<file path="config.mk">
export PLATFORM = sky130hd
export DESIGN_NAME = audio_out_buffer_dma_control
export DESIGN_NICKNAME = d
export VERILOG_FILES = /design/src/core/ao_dma_pkg.sv /design/src/core/audio_out_buffer_dma_control.sv /design/src/core/sync2.sv /design/src/core/cycle_counter.sv
export SDC_FILE = /design/constraint.sdc
export NUM_CORES = 1
export LEC_CHECK = 0
export ABC_CLOCK_PERIOD_IN_PS = 2400
export BUFFER_PORTS_ARGS = -buffer_cell sky130_fd_sc_hd__buf_4
export CORE_MARGIN = 3
export CORE_UTILIZATION = 50
export CTS_BUF_LIST = sky130_fd_sc_hd__clkbuf_16
export DETAILED_ROUTE_END_ITERATION = 6
export PLACE_DENSITY = 0.8
export SLEW_MARGIN = 40
export SYNTH_ARGS = -nofsm -noshare
export SYNTH_HDL_FRONTEND = slang
export SYNTH_SLANG_ARGS = --single-unit
</file>
<file path="constraint.sdc">
create_clock -name mclk -period 2.4 [get_ports mclk]
set_input_delay 0.36 -clock mclk [delete_from_list [all_inputs] [get_ports mclk]]
set_output_delay 0.36 -clock mclk [all_outputs]
set_load 0.02 [all_outputs]
</file>
<file path="src/core/ao_dma_pkg.sv">
// Package for the audio output buffer DMA control block.
// Assumes a 32-bit AXI4-Lite register bus and one 125 MHz processor clock.
package ao_dma_pkg;
  // Register byte offsets
  localparam logic [7:0] OFF_CTRL = 8'h00;   // Control and enables
  localparam logic [7:0] OFF_STAT = 8'h04;   // Status flags
  localparam logic [7:0] OFF_FIRST_START = 8'h08;  // First buffer start
  localparam logic [7:0] OFF_SECOND_START = 8'h0C; // Second buffer start
  localparam logic [7:0] OFF_SIZE = 8'h10;   // Buffer size in samples
  localparam logic [7:0] OFF_TSTAMP = 8'h14; // Last buffer sent time
  // Control field positions
  localparam int CTL_TRANSMIT = 0;
  localparam int CTL_STAY = 1;
  localparam int CTL_IE1 = 2;
  localparam int CTL_IE2 = 3;
  localparam int CTL_IEBW = 4;
  localparam int CTL_IEUDR = 5;
  localparam int CTL_REFILL1 = 6;
  localparam int CTL_REFILL2 = 7;
  localparam int CTL_ACKBW = 8;
  localparam int CTL_ACKUDR = 9;
  localparam int CTL_RESET = 31;
  // Status field positions
  localparam int ST_CUR1 = 0;
  localparam int ST_E1 = 1;
  localparam int ST_E2 = 2;
  localparam int ST_BW = 3;
  localparam int ST_UDR = 4;
  // Reset values
  localparam logic [31:0] CTRL_RESET = 32'h0000_0000;
  localparam logic [31:0] ADDR_RESET = 32'h0000_0000;
  // Alignment: six low bits of base and size are zero
  localparam int ALIGN_BITS = 6;
  // AXI responses
  localparam logic [1:0] RESP_OKAY = 2'h0;
  localparam logic [1:0] RESP_SLVERR = 2'h2;
  // Engine states
  typedef enum logic [2:0] {
    ST_IDLE = 3'b001,
    ST_RUN = 3'b010,
    ST_STARVE = 3'b100
  } eng_state_type;
endpackage

</file>
<file path="src/core/audio_out_buffer_dma_control.sv">
// Double-buffered audio output DMA control with AXI4-Lite registers.
// Assumes a sample request pulse from the serial side, a fetch interface
// to SDRAM, and an asynchronous global powerdown input.
`timescale 1ns/1ns
module audio_out_buffer_dma_control
  import ao_dma_pkg::*;
#(
  parameter int SIZE_W = 32
) (
  // Clock, reset, clock enable
  input wire logic mclk,
  input wire logic rst_n,
  input wire logic ce,
  // AXI4-Lite write address
  input wire logic [7:0] s_axi_awaddr,
  input wire logic s_axi_awvalid,
  output logic s_axi_awready,
  // AXI4-Lite write data
  input wire logic [31:0] s_axi_wdata,
  input wire logic [3:0] s_axi_wstrb,
  input wire logic s_axi_wvalid,
  output logic s_axi_wready,
  // AXI4-Lite write response
  output logic [1:0] s_axi_bresp,
  output logic s_axi_bvalid,
  input wire logic s_axi_bready,
  // AXI4-Lite read address
  input wire logic [7:0] s_axi_araddr,
  input wire logic s_axi_arvalid,
  output logic s_axi_arready,
  // AXI4-Lite read data
  output logic [31:0] s_axi_rdata,
  output logic [1:0] s_axi_rresp,
  output logic s_axi_rvalid,
  input wire logic s_axi_rready,
  // Serial side events (same clock)
  input wire logic sample_req,
  input wire logic last_sample_out,
  input wire logic fetch_late,
  // Fetch address toward SDRAM
  output logic [31:0] fetch_addr,
  output logic fetch_active,
  // System inputs (pins)
  input wire logic global_powerdown,
  input wire logic cycle_count_select,
  // Status to the serial side and processor
  output logic serial_freeze,
  output logic irq
);
  // Elaboration check
  initial begin
    if (SIZE_W < ALIGN_BITS + 1 || SIZE_W > 32) begin
      $error("SIZE_W out of range");
    end
  end

  // Register state
  logic [31:0] ctrl;             // Control word
  logic [31:0] first_buffer_start;
  logic [31:0] second_buffer_start;
  logic [SIZE_W-1:0] buf_size;
  logic [31:0] last_buffer_sent_time;
  // Status flags
  logic first_buffer_current;
  logic first_buffer_drained;
  logic second_buffer_drained;
  logic fetch_bandwidth_error;
  logic starvation;
  // Engine
  eng_state_type state;
  logic [SIZE_W-1:0] remain;     // Samples left in current buffer
  logic [31:0] cycle_count;
  logic pd_sync, sel_sync;
  // Bus handshake holding
  logic aw_held, w_held;
  logic [7:0] aw_addr;
  logic [31:0] w_data;
  logic [3:0] w_strb;

  // Pin inputs through two flops
  sync2 u_pd (.mclk(mclk), .rst_n(rst_n), .din(global_powerdown), .dout(pd_sync));
  sync2 u_sel (.mclk(mclk), .rst_n(rst_n), .din(cycle_count_select), .dout(sel_sync));

  cycle_counter #(.WIDTH(32)) u_cc (
    .mclk(mclk), .rst_n(rst_n), .ce(ce), .count_en(sel_sync), .count(cycle_count)
  );

  // Decoded control bits
  logic transmit_on, stay_awake;
  assign transmit_on = ctrl[CTL_TRANSMIT];
  assign stay_awake = ctrl[CTL_STAY];

  // powerdown only when not staying awake
  logic asleep;
  assign asleep = pd_sync && !stay_awake;
  logic run_ce;
  assign run_ce = ce && !asleep;

  // Accepted write this cycle
  logic wr_go;
  assign wr_go = aw_held && w_held && !s_axi_bvalid;
  logic wr_ctrl;
  assign wr_ctrl = wr_go && aw_addr == OFF_CTRL && w_strb == 4'hF;
  logic refill1, refill2, ackbw, ackudr, soft_reset;
  assign refill1 = wr_ctrl && w_data[CTL_REFILL1];
  assign refill2 = wr_ctrl && w_data[CTL_REFILL2];
  assign ackbw = wr_ctrl && w_data[CTL_ACKBW];
  assign ackudr = wr_ctrl && w_data[CTL_ACKUDR];
  assign soft_reset = wr_ctrl && w_data[CTL_RESET];

  // Buffer events
  logic take, drain_now, drain1, drain2, full_next;
  // Samples count only while transmitting, so a drain switches buffers unless a soft reset comes in the same cycle
  assign take = state == ST_RUN && transmit_on && sample_req && run_ce;
  assign drain_now = take && remain == {{(SIZE_W-1){1'b0}}, 1'b1};
  assign drain1 = drain_now && first_buffer_current;
  assign drain2 = drain_now && !first_buffer_current;
  // Next buffer full when its drained flag is clear
  assign full_next = first_buffer_current ? !second_buffer_drained : !first_buffer_drained;

  // Write channel capture, AW and W in either order
  always_ff @(posedge mclk or negedge rst_n) begin
    if (!rst_n) begin
      aw_held <= 1'b0;
      w_held <= 1'b0;
      aw_addr <= 8'h00;
      w_data <= 32'h0000_0000;
      w_strb <= 4'h0;
    end else if (ce) begin
      if (s_axi_awvalid && s_axi_awready) begin
        aw_held <= 1'b1;
        aw_addr <= s_axi_awaddr;
      end else if (wr_go) begin
        aw_held <= 1'b0;
      end
      if (s_axi_wvalid && s_axi_wready) begin
        w_held <= 1'b1;
        w_data <= s_axi_wdata;
        w_strb <= s_axi_wstrb;
      end else if (wr_go) begin
        w_held <= 1'b0;
      end
    end
  end

  // Ready and response registers
  always_ff @(posedge mclk or negedge rst_n) begin
    if (!rst_n) begin
      s_axi_awready <= 1'b0;
      s_axi_wready <= 1'b0;
      s_axi_bvalid <= 1'b0;
      s_axi_bresp <= RESP_OKAY;
    end else if (ce) begin
      // Each ready only while its own channel holds nothing, one cycle per beat
      s_axi_awready <= !aw_held && !(s_axi_awvalid && s_axi_awready) && !s_axi_bvalid;
      s_axi_wready <= !w_held && !(s_axi_wvalid && s_axi_wready) && !s_axi_bvalid;
      if (wr_go) begin
        s_axi_bvalid <= 1'b1;
        // Unmapped or read-only target answers with an error
        if (aw_addr == OFF_CTRL || aw_addr == OFF_FIRST_START || aw_addr == OFF_SECOND_START
            || aw_addr == OFF_SIZE) begin
          s_axi_bresp <= RESP_OKAY;
        end else begin
          s_axi_bresp <= RESP_SLVERR;
        end
      end else if (s_axi_bvalid && s_axi_bready) begin
        s_axi_bvalid <= 1'b0;
      end
    end
  end

  // Writable registers; partial writes to control are ignored
  always_ff @(posedge mclk or negedge rst_n) begin
    if (!rst_n) begin
      ctrl <= CTRL_RESET;
      first_buffer_start <= ADDR_RESET;
      second_buffer_start <= ADDR_RESET;
      buf_size <= '0;
    end else if (ce) begin
      if (soft_reset) begin
        ctrl <= CTRL_RESET;
        first_buffer_start <= ADDR_RESET;
        second_buffer_start <= ADDR_RESET;
        buf_size <= '0;
      end else if (wr_go) begin
        // enables reset to zero, set by write
        if (wr_ctrl) begin
          ctrl <= {26'h0, w_data[CTL_IEUDR:CTL_TRANSMIT]};
        end else if (aw_addr == OFF_FIRST_START) begin
          first_buffer_start <= w_data;
        end else if (aw_addr == OFF_SECOND_START) begin
          second_buffer_start <= w_data;
        end else if (aw_addr == OFF_SIZE) begin
          buf_size <= w_data[SIZE_W-1:0];
        end
      end
    end
  end

  // Drained flags: a drain in the ack cycle wins
  always_ff @(posedge mclk or negedge rst_n) begin
    if (!rst_n) begin
      first_buffer_drained <= 1'b0;
      second_buffer_drained <= 1'b0;
    end else if (ce) begin
      if (soft_reset) begin
        first_buffer_drained <= 1'b0;
        second_buffer_drained <= 1'b0;
      end else begin
        // set on drain, clear on acknowledge
        if (drain1) begin
          first_buffer_drained <= 1'b1;
        end else if (refill1) begin
          first_buffer_drained <= 1'b0;
        end
        if (drain2) begin
          second_buffer_drained <= 1'b1;
        end else if (refill2) begin
          second_buffer_drained <= 1'b0;
        end
      end
    end
  end

  // Error flags, sticky until their own strobe or a soft reset
  always_ff @(posedge mclk or negedge rst_n) begin
    if (!rst_n) begin
      fetch_bandwidth_error <= 1'b0;
      starvation <= 1'b0;
    end else if (ce) begin
      if (soft_reset) begin
        fetch_bandwidth_error <= 1'b0;
        starvation <= 1'b0;
      end else begin
        if (state == ST_RUN && fetch_late && run_ce) begin
          fetch_bandwidth_error <= 1'b1;
        end else if (ackbw) begin
          fetch_bandwidth_error <= 1'b0;
        end
        if (state == ST_STARVE && sample_req && run_ce) begin
          starvation <= 1'b1;
        end else if (ackudr) begin
          starvation <= 1'b0;
        end
      end
    end
  end

  // Buffer engine
  always_ff @(posedge mclk or negedge rst_n) begin
    if (!rst_n) begin
      state <= ST_IDLE;
      first_buffer_current <= 1'b1;
      remain <= '0;
      fetch_addr <= 32'h0000_0000;
    end else if (ce) begin
      if (soft_reset) begin
        state <= ST_IDLE;
        first_buffer_current <= 1'b1;
        remain <= '0;
        fetch_addr <= 32'h0000_0000;
      end else if (!asleep) begin
        case (state)
          ST_IDLE: begin
            if (transmit_on) begin
              state <= ST_RUN;
              remain <= buf_size;
              fetch_addr <= first_buffer_current ? first_buffer_start : second_buffer_start;
            end
          end
          ST_RUN: begin
            if (!transmit_on) begin
              state <= ST_IDLE;
            end else if (drain_now) begin
              first_buffer_current <= !first_buffer_current;
              remain <= buf_size;
              fetch_addr <= first_buffer_current ? second_buffer_start : first_buffer_start;
              if (!full_next) begin
                state <= ST_STARVE;
              end
            end else if (take) begin
              remain <= remain - {{(SIZE_W-1){1'b0}}, 1'b1};
            end
          end
          ST_STARVE: begin
            // Resume once the awaited buffer is acknowledged
            if (!transmit_on) begin
              state <= ST_IDLE;
            end else if ((first_buffer_current && refill1) || (!first_buffer_current && refill2)) begin
              state <= ST_RUN;
              remain <= buf_size;
              fetch_addr <= first_buffer_current ? first_buffer_start : second_buffer_start;
            end
          end
          default: begin
            state <= ST_IDLE;
          end
        endcase
      end
    end
  end

  // timestamp of the last sample of a finished buffer
  always_ff @(posedge mclk or negedge rst_n) begin
    if (!rst_n) begin
      last_buffer_sent_time <= 32'h0000_0000;
    end else if (ce) begin
      if (last_sample_out) begin
        last_buffer_sent_time <= cycle_count;
      end
    end
  end

  // Outputs from flops: interrupt, freeze, fetch active
  always_ff @(posedge mclk or negedge rst_n) begin
    if (!rst_n) begin
      irq <= 1'b0;
      serial_freeze <= 1'b0;
      fetch_active <= 1'b0;
    end else if (ce) begin
      irq <= (first_buffer_drained && ctrl[CTL_IE1]) || (second_buffer_drained && ctrl[CTL_IE2])
          || (fetch_bandwidth_error && ctrl[CTL_IEBW]) || (starvation && ctrl[CTL_IEUDR]);
      // serial side holds its levels while frozen
      serial_freeze <= asleep;
      fetch_active <= state == ST_RUN && !asleep;
    end
  end

  // Read channel
  logic [31:0] rd_word;
  logic rd_ok;
  always_comb begin
    rd_word = 32'h0000_0000;
    rd_ok = 1'b1;
    if (s_axi_araddr == OFF_CTRL) begin
      rd_word = ctrl;
    end else if (s_axi_araddr == OFF_STAT) begin
      rd_word = {27'h0, starvation, fetch_bandwidth_error, second_buffer_drained,
                 first_buffer_drained, first_buffer_current};
    end else if (s_axi_araddr == OFF_FIRST_START) begin
      rd_word = first_buffer_start;
    end else if (s_axi_araddr == OFF_SECOND_START) begin
      rd_word = second_buffer_start;
    end else if (s_axi_araddr == OFF_SIZE) begin
      rd_word = 32'(buf_size);
    end else if (s_axi_araddr == OFF_TSTAMP) begin
      rd_word = last_buffer_sent_time;
    end else begin
      rd_ok = 1'b0;
    end
  end

  // Read answer one cycle after the address is taken
  always_ff @(posedge mclk or negedge rst_n) begin
    if (!rst_n) begin
      s_axi_arready <= 1'b0;
      s_axi_rvalid <= 1'b0;
      s_axi_rdata <= 32'h0000_0000;
      s_axi_rresp <= RESP_OKAY;
    end else if (ce) begin
      s_axi_arready <= !s_axi_rvalid && !(s_axi_arvalid && s_axi_arready);
      if (s_axi_arvalid && s_axi_arready) begin
        s_axi_rvalid <= 1'b1;
        s_axi_rdata <= rd_word;
        s_axi_rresp <= rd_ok ? RESP_OKAY : RESP_SLVERR;
      end else if (s_axi_rvalid && s_axi_rready) begin
        s_axi_rvalid <= 1'b0;
      end
    end
  end

  // Assertions
  property p_ack_clears;
    @(posedge mclk) disable iff (!rst_n) (ce && refill1 && !drain1) |=> !first_buffer_drained;
  endproperty
  a_ack_clears: assert property (p_ack_clears) else $error("ack did not clear first drained");
  property p_drain2;
    @(posedge mclk) disable iff (!rst_n) (ce && drain2 && !soft_reset) |=> second_buffer_drained && first_buffer_current;
  endproperty
  a_drain2: assert property (p_drain2) else $error("second drain not handled");
  property p_drain1;
    @(posedge mclk) disable iff (!rst_n) (ce && drain1 && !soft_reset) |=> first_buffer_drained && !first_buffer_current;
  endproperty
  a_drain1: assert property (p_drain1) else $error("first drain not handled");
  property p_udr_sticky;
    @(posedge mclk) disable iff (!rst_n) (starvation && !ackudr && !soft_reset) |=> starvation;
  endproperty
  a_udr_sticky: assert property (p_udr_sticky) else $error("starvation lost");
  property p_bw_sticky;
    @(posedge mclk) disable iff (!rst_n) (fetch_bandwidth_error && !ackbw && !soft_reset) |=> fetch_bandwidth_error;
  endproperty
  a_bw_sticky: assert property (p_bw_sticky) else $error("bandwidth error lost");
  property p_irq;
    @(posedge mclk) disable iff (!rst_n) ce |=> irq == $past((first_buffer_drained && ctrl[CTL_IE1])
      || (second_buffer_drained && ctrl[CTL_IE2]) || (fetch_bandwidth_error && ctrl[CTL_IEBW])
      || (starvation && ctrl[CTL_IEUDR]));
  endproperty
  a_irq: assert property (p_irq) else $error("interrupt mismatch");
  property p_soft_reset;
    @(posedge mclk) disable iff (!rst_n) (ce && soft_reset) |=> state == ST_IDLE && first_buffer_current && ctrl == CTRL_RESET;
  endproperty
  a_soft_reset: assert property (p_soft_reset) else $error("soft reset incomplete");
  property p_idle_off;
    @(posedge mclk) disable iff (!rst_n) (ce && !asleep && !transmit_on) |=> state == ST_IDLE;
  endproperty
  a_idle_off: assert property (p_idle_off) else $error("engine ran while disabled");
endmodule

</file>
<file path="src/core/sync2.sv">
// Two flip-flop synchroniser for one level.
// Assumes the input is asynchronous to mclk.
`timescale 1ns/1ns
module sync2 (
  // Clock and reset
  input wire logic mclk,
  input wire logic rst_n,
  // Level in and out
  input wire logic din,
  output logic dout
);
  logic meta; // First stage, read only by the second
  // Two stages, no logic between
  always_ff @(posedge mclk or negedge rst_n) begin
    if (!rst_n) begin
      meta <= 1'b0;
      dout <= 1'b0;
    end else begin
      meta <= din;
      dout <= meta;
    end
  end
endmodule

</file>
<file path="src/core/cycle_counter.sv">
// Free running processor cycle counter used for timestamps.
// Assumes it is cleared by its own reset, never by the unit reset.
`timescale 1ns/1ns
module cycle_counter #(
  parameter int WIDTH = 32
) (
  // Clock and reset
  input wire logic mclk,
  input wire logic rst_n,
  // Counting control
  input wire logic ce,
  input wire logic count_en,
  // Count value
  output logic [WIDTH-1:0] count
);
  // Check width
  initial begin
    if (WIDTH < 1) begin
      $error("cycle_counter width too small");
    end
  end
  // Never powers down: only the clock enable and select gate it
  always_ff @(posedge mclk or negedge rst_n) begin
    if (!rst_n) begin
      count <= '0;
    end else if (ce && count_en) begin
      count <= count + {{(WIDTH-1){1'b0}}, 1'b1};
    end
  end
endmodule

</file>
* After elaboration in Yosys (flattened, before gate mapping)
Index checks and enable logic that the tools add are counted.
** Word-level totals
- Input port bits :: 65
- Logic and storage cells :: 245
- Output and inout port bits :: 76
- Bits in registers :: 358
** Cells by class
- Equal/unequal tests :: 26
- Reductions and logical operators :: 98
- $add $sub $neg :: 2
- Multiplexer cells :: 85
** Operators by type and width (number)
- $mux 32 :: 41
- $pmux 32 s3 :: 2
- $logic_and 1x1->1 :: 39
- $add 32x1->32 const B :: 1
- $eq 32x1->1 const B :: 1
- $eq 8x4->1 const B :: 4
- $sub 32x1->32 const B :: 1
- $mux 1 :: 31
- $reduce_and 2->1 :: 13
- $eq 8x5->1 const B :: 3
- $mux 3 :: 8
- $reduce_bool 2->1 :: 12
- $logic_not 8->1 :: 2
- $reduce_and 8->1 :: 2
- $logic_not 1->1 :: 12
- $ne 3x3->1 const B :: 4
- $ne 4x4->1 const B :: 3
- $reduce_and 6->1 :: 2
- $reduce_bool 3->1 :: 4
- $reduce_and 5->1 :: 2
- $pmux 3 s3 :: 1
- $eq 8x3->1 const B :: 1
- $logic_or 1x1->1 :: 7
- $eq 4x4->1 const B :: 1
- 11 further kinds :: 14

* Depth between registers and ports, before layout
- Depth in word-level cells :: 12
- Gate-level depth with buffers :: 11
- Gate-level depth less buffers :: 9

* Modules after synthesis
A second synthesis with hierarchy kept.
** Second synthesis, totals
- Cells, all modules :: 1448
- Area, all modules :: 15356.0 um^2
** Modules (own cells, without submodules)
- audio_out_buffer_dma_control :: cells an instance 1322, area an instance 13813.2 um^2, instances 1, seq. area each 7359.6 um^2
- cycle_counter :: cells an instance 122, area an instance 1442.6 um^2, instances 1, seq. area each 800.8 um^2
- sync2 :: cells an instance 2, area an instance 50.0 um^2, instances 2, seq. area each 50.0 um^2

* Worst setup path after synthesis
Ideal clock, no wire load.
- Kind :: flip-flop to flip-flop
- From :: reg remain[1]
- To :: reg fetch_addr[10]
- Data required time :: 2275 ps
- Clock period less this slack :: 2607 ps
- Cell stages (with the launch flop) :: 12
- Setup time :: 125 ps
- Buffers on the path :: 2
- Slack :: -207 ps
- Arrival :: 2482 ps
- Path through :: dfrtp_1 > inv_1 > ha_1 > or4b_1 > nor4b_4 > nand4_4 > nand2_2 > a21oi_1 > nand2b_1 > buf_6 > buf_6 > mux2_4
** Between the ends
- Longest elaborated chain between the ends :: 4
** RTL lines
- start: declaration :: line audio_out_buffer_dma_control.sv:71 : logic [SIZE_W-1:0] remain;
- start signal: assignment :: line audio_out_buffer_dma_control.sv:267 : remain <= buf_size;
- start signal: assignment :: line audio_out_buffer_dma_control.sv:276 : remain <= buf_size;
- start signal: assignment :: line audio_out_buffer_dma_control.sv:282 : remain <= remain - {{(SIZE_W-1){1'b0}}, 1'b1};
- $eq 32x1->1 :: line audio_out_buffer_dma_control.sv:115 : assign drain_now = take && remain == {{(SIZE_W-1){1'b0}}, 1'b1};
- $logic_and 1x1->1 :: line audio_out_buffer_dma_control.sv:115
- $ne 3x3->1 (no line)
- $reduce_and 8->1 (no line)
- end signal: assignment :: line audio_out_buffer_dma_control.sv:268 : fetch_addr <= first_buffer_current ? first_buffer_start : second_buffer_start;
- end signal: assignment :: line audio_out_buffer_dma_control.sv:277 : fetch_addr <= first_buffer_current ? second_buffer_start : first_buffer_start;
- end signal: assignment :: line audio_out_buffer_dma_control.sv:292 : fetch_addr <= first_buffer_current ? first_buffer_start : second_buffer_start;
- end: declaration :: line audio_out_buffer_dma_control.sv:41 : output logic [31:0] fetch_addr,
Every way passes these cells.
A chain may end at the register's enable or synchronous reset.

* Worst setup path after layout
- From :: reg remain[1]
- To :: reg remain[20]
** Between the ends
- Longest elaborated chain between the ends :: 7
- Elaborated cells between the ends (all ways) :: 11
- Classes of those cells :: add/sub: 1; eq/ne: 2; mux: 6; reduce/logical: 2
** RTL lines
- $sub 32x1->32 / $eq 32x1->1 (equally long branches) :: line audio_out_buffer_dma_control.sv:282, audio_out_buffer_dma_control.sv:115
- $mux 32 / $logic_and 1x1->1 (equally long branches) :: line audio_out_buffer_dma_control.sv:281, audio_out_buffer_dma_control.sv:115
- $mux 32 :: line audio_out_buffer_dma_control.sv:274 : end else if (drain_now) begin
- $mux 32 :: line audio_out_buffer_dma_control.sv:272 : if (!transmit_on) begin
- $pmux 32 s3 :: line audio_out_buffer_dma_control.sv:263 : case (state)
- $mux 32 :: line audio_out_buffer_dma_control.sv:262 : end else if (!asleep) begin
- $mux 32 :: line audio_out_buffer_dma_control.sv:257 : if (soft_reset) begin
Several ways; a longest one is shown, not always the timed one. The select of a mux whose other input is x is not followed.

==> flow_metrics.tcl <==
set metrics [dict create \
    outcome "complete, but fails checks" \
    violations "setup timing" \
    drt-pass1-iter-count 6 \
    grt_pass1_wl_mm 65.8 \
    die_w_um 181 \
    syn_avg_cell_area_um2 10.6 \
    cts_tree "done" \
    timing.final.ws_setup_ns -0.173 \
    antenna_cells 0 \
    cts_made_buffers 37 \
    area_growth_pct 25.0 \
    synth_flop_cell "dfrtp_1" \
    clock_path_buffers 3 \
    routabilityCongestion 0.941 \
    min_period_ns 2.57 \
    ctsHtreeMaxLevel 2 \
    peakVddDrop_mv 0.759 \
    cts_sinks 330 \
    rr_worst_depth 11 \
    postLayoutCellArea_um2 19200 \
    p_per_area_nw_per_um2 784 \
    cp_max_fo 25 \
    rsz0062_at_grt "yes" \
    ff2ff_setup_slack_ns -0.17 \
    ant_nets 0 \
    fin_tns_setup_ns -8.06 \
    drtIter0Drc 1196 \
    path_clk_slew_ns 0.06 \
    root_buffer "clkbuf_16" \
    hold_path_class "in2reg" \
    drv_cap 0 \
    critPathLaunchType "flip-flop" \
    finClkSkew_ns 0.0219 \
    ys_ff_latch 330 \
    end_kind "flip-flop" \
    synth_seq_area_share 0.538 \
    core-area_um2 30000 \
    power.total_w 0.0150 \
    synth_warnings 0 \
    fin_nets 1726 \
    insertion_delay_ns 0.52 \
    maxSlewViolCount 0 \
    synth_top_area_share 0.535 \
    dr_total_vias 12240 \
    power.leakage_nw 9.40 \
    antenna_found_initial 0 \
    max_clock_freq_mhz 389 \
    yosysTopAreaCell "dfrtp_1" \
    fillCellCount 2265 \
    synthesis.area_um2 15300 \
    detailed_place_hpwl_mm 27.3 \
    slew_headroom 0.541 \
    routed_wl_mm 42.5 \
    hold_depth 2 \
    netlist_instances 1446 \
    synth_area_leaders "dfrtp_1 (53%), mux2i_1 (6.7%), o21ai_0 (6.4%), mux2_2 (5.9%), nand2_1 (5.4%)" \
    arrival_ns 2.97 \
    setup_viol 63 \
    grt_max_degree 65 \
    synth.distinct_cells 66 \
    drc 0 \
    grt_pass1_vias 12437 \
    globalRouteTotalUtil 0.245 \
    hold_viol 0 \
    port_buffers 138 \
    synth-edff-count 0 \
    overflow 0 \
    fp.dieH_um 181 \
    drive_gt1_frac 0.275 \
    place_area_um2 17600 \
    vias_per_cell 5.90 \
    tightest_slew_ns 0.683 \
    synthArstFlopShare 1.00 \
    start_util 0.512 \
    worstSetupPathType "reg2reg" \
    dieArea_um2 32800 \
    wire_per_inst_um 20.5 \
    rows 63 \
    cts_setup_buffers 0 \
    io_pins 141 \
    period_share 1.07 \
    critPathRequiredTime_ns 2.80 \
]
## where the power goes
group	total [W]	leakage [nW]	internal [W]	switching, W
Combinational	0.00275	4.36	0.00127	0.00148
Sequential	0.00707	4.46	0.00636	0.000703
Clock	0.00523	0.584	0.00298	0.00225
Total	0.0150	9.40	0.0106	0.00443
## synth_stat cells (6+ instances only)
cell type	number
xor2_1	7
nand2_1	221
nor3b_1	6
o22ai_1	8
buf_1	13
mux2i_1	102
nand3_1	23
nor2b_1	6
nand2b_1	9
nor3_1	17
o22a_1	26
clkbuf_1	66
mux2_2	81
o21ai_1	6
inv_1	6
xnor2_1	26
and3_1	11
nand4_1	10
nor4_1	12
o21ai_0	195
a21oi_1	39
o31a_1	6
nor2_1	99
dfrtp_1	328
mux2_4	30
## timing repair
item,in CTS,in global routing
pin swaps,2,1
hold buffers,3,0
hold endpoints to repair,54,0
setup endpoints to repair,66,113
gates cloned,5,6
gates resized for setup,45,22
## logic make-up (layout without fill, tap and decap cells)
| group | after synthesis | in the layout | share of synthesized area |
|---|---|---|---|
| adders and majority gates | 3 | 3 | 0.00245 |
| buffers and inverters | 96 | 333 | 0.0262 |
| other | 1 | 2 | 0.000244 |
| DFF | 330 | 330 | 0.538 |
| AOI/OAI and AO/OA | 318 | 318 | 0.120 |
| muxes | 213 | 213 | 0.155 |
| and+or+nand+nor | 452 | 452 | 0.139 |
| xor gates and xnor gates | 33 | 33 | 0.0188 |
## routing by layer
layer / GRT usage / wire length [µm]
met4: 0.109 / 2190
met1: 0.313 / 16900
met3: 0.0465 / 3140
met2: 0.409 / 20200
met5: 0 / 0
## layout make-up
| cell class | count | area [µm²] | share of cell area |
|---|---|---|---|
| tap | 390 | 488 | 0.0254 |
| clock buffer | 38 | 951 | 0.0496 |
| clock inverter | 27 | 160 | 0.00835 |
| inverter | 7 | 26.3 | 0.00137 |
| sequential | 330 | 8260 | 0.431 |
| multi-input combinational | 1021 | 6880 | 0.359 |
| timing repair buffer | 261 | 2420 | 0.126 |
## sequential cells by signal (all words and copies together), names as in the netlist, 3 cells and up
name / cells
buf_size: 32
fetch_addr: 32
first_buffer_start: 32
last_buffer_sent_time: 32
remain: 32
s_axi_rdata: 32
second_buffer_start: 32
u_cc.count: 32
w_data: 32
aw_addr: 8
ctrl: 6
w_strb: 4
state: 3
## layout by cell type, fill, tap and decap left out, types with 5 or more instances in the layout
master / synthesis / final
o21ai_1: 6 / 13
inv_1: 6 / 16
mux2_2: 81 / 81
nor3b_1: 6 / 6
and3_1: 11 / 10
mux2_4: 30 / 30
mux2i_1: 102 / 102
nor2b_1: 6 / 5
xnor2_1: 26 / 25
clkbuf_16: 0 / 41
clkinv_2: 0 / 6
buf_12: 0 / 20
nor2_1: 99 / 98
nand4_1: 10 / 10
nand2_1: 221 / 219
o22a_1: 26 / 26
and4_1: 5 / 5
xor2_1: 7 / 7
nand2b_1: 9 / 8
a21oi_1: 39 / 39
dfrtp_1: 328 / 328
o22ai_1: 8 / 8
o21ai_2: 0 / 15
clkinv_1: 1 / 6
nor3_1: 17 / 17
buf_4: 2 / 222
nand3_1: 23 / 20
o21ai_0: 195 / 171
a31oi_1: 5 / 5
nor4_1: 12 / 12
o31a_1: 6 / 6
## worst paths after layout
check | start | to
setup / recovery | remain[1]$_DFFE_PN0P_ | remain[20]$_DFFE_PN0P_
hold / removal | s_axi_wdata[21] | w_data[21]$_DFFE_PN0P_
setup reg to reg | remain[1]$_DFFE_PN0P_ | remain[20]$_DFFE_PN0P_
hold reg to reg | u_pd.meta$_DFF_PN0_ | u_pd.dout$_DFF_PN0_
max in group asynchronous | rst_n | u_sel.dout$_DFF_PN0_
min in group asynchronous | rst_n | fetch_addr[26]$_DFFE_PN0P_
## worst max-delay path: stages (launching register included)
cell,delay [ns]
dfrtp_1,0.39
inv_2,0.07
ha_1,0.12
or4b_4,0.47
nor4b_4,0.30
nand4_4,0.18
nand2_4,0.11
buf_8,0.20
buf_12,0.18
nor4_1,0.07
a21oi_1,0.25
o21ai_2,0.09
## per-stage QoR
step / worst slack [ns] / util / hold slack (ns) / cells
2_1_floorplan: -0.166 / - / 0.0644 / 1447
3_3_place_gp: -0.278 / 0.588 / 0.328 / 1995
3_5_place_dp: -0.287 / 0.588 / 0.333 / 1995
4_1_cts: -0.136 / 0.634 / 0.0584 / 2068
5_1_grt: -0.256 / 0.640 / 0.0650 / 2074
6_report: -0.173 / 0.640 / 0.0670 / 2074
No activity file was read; power rests on OpenSTA's default activity.
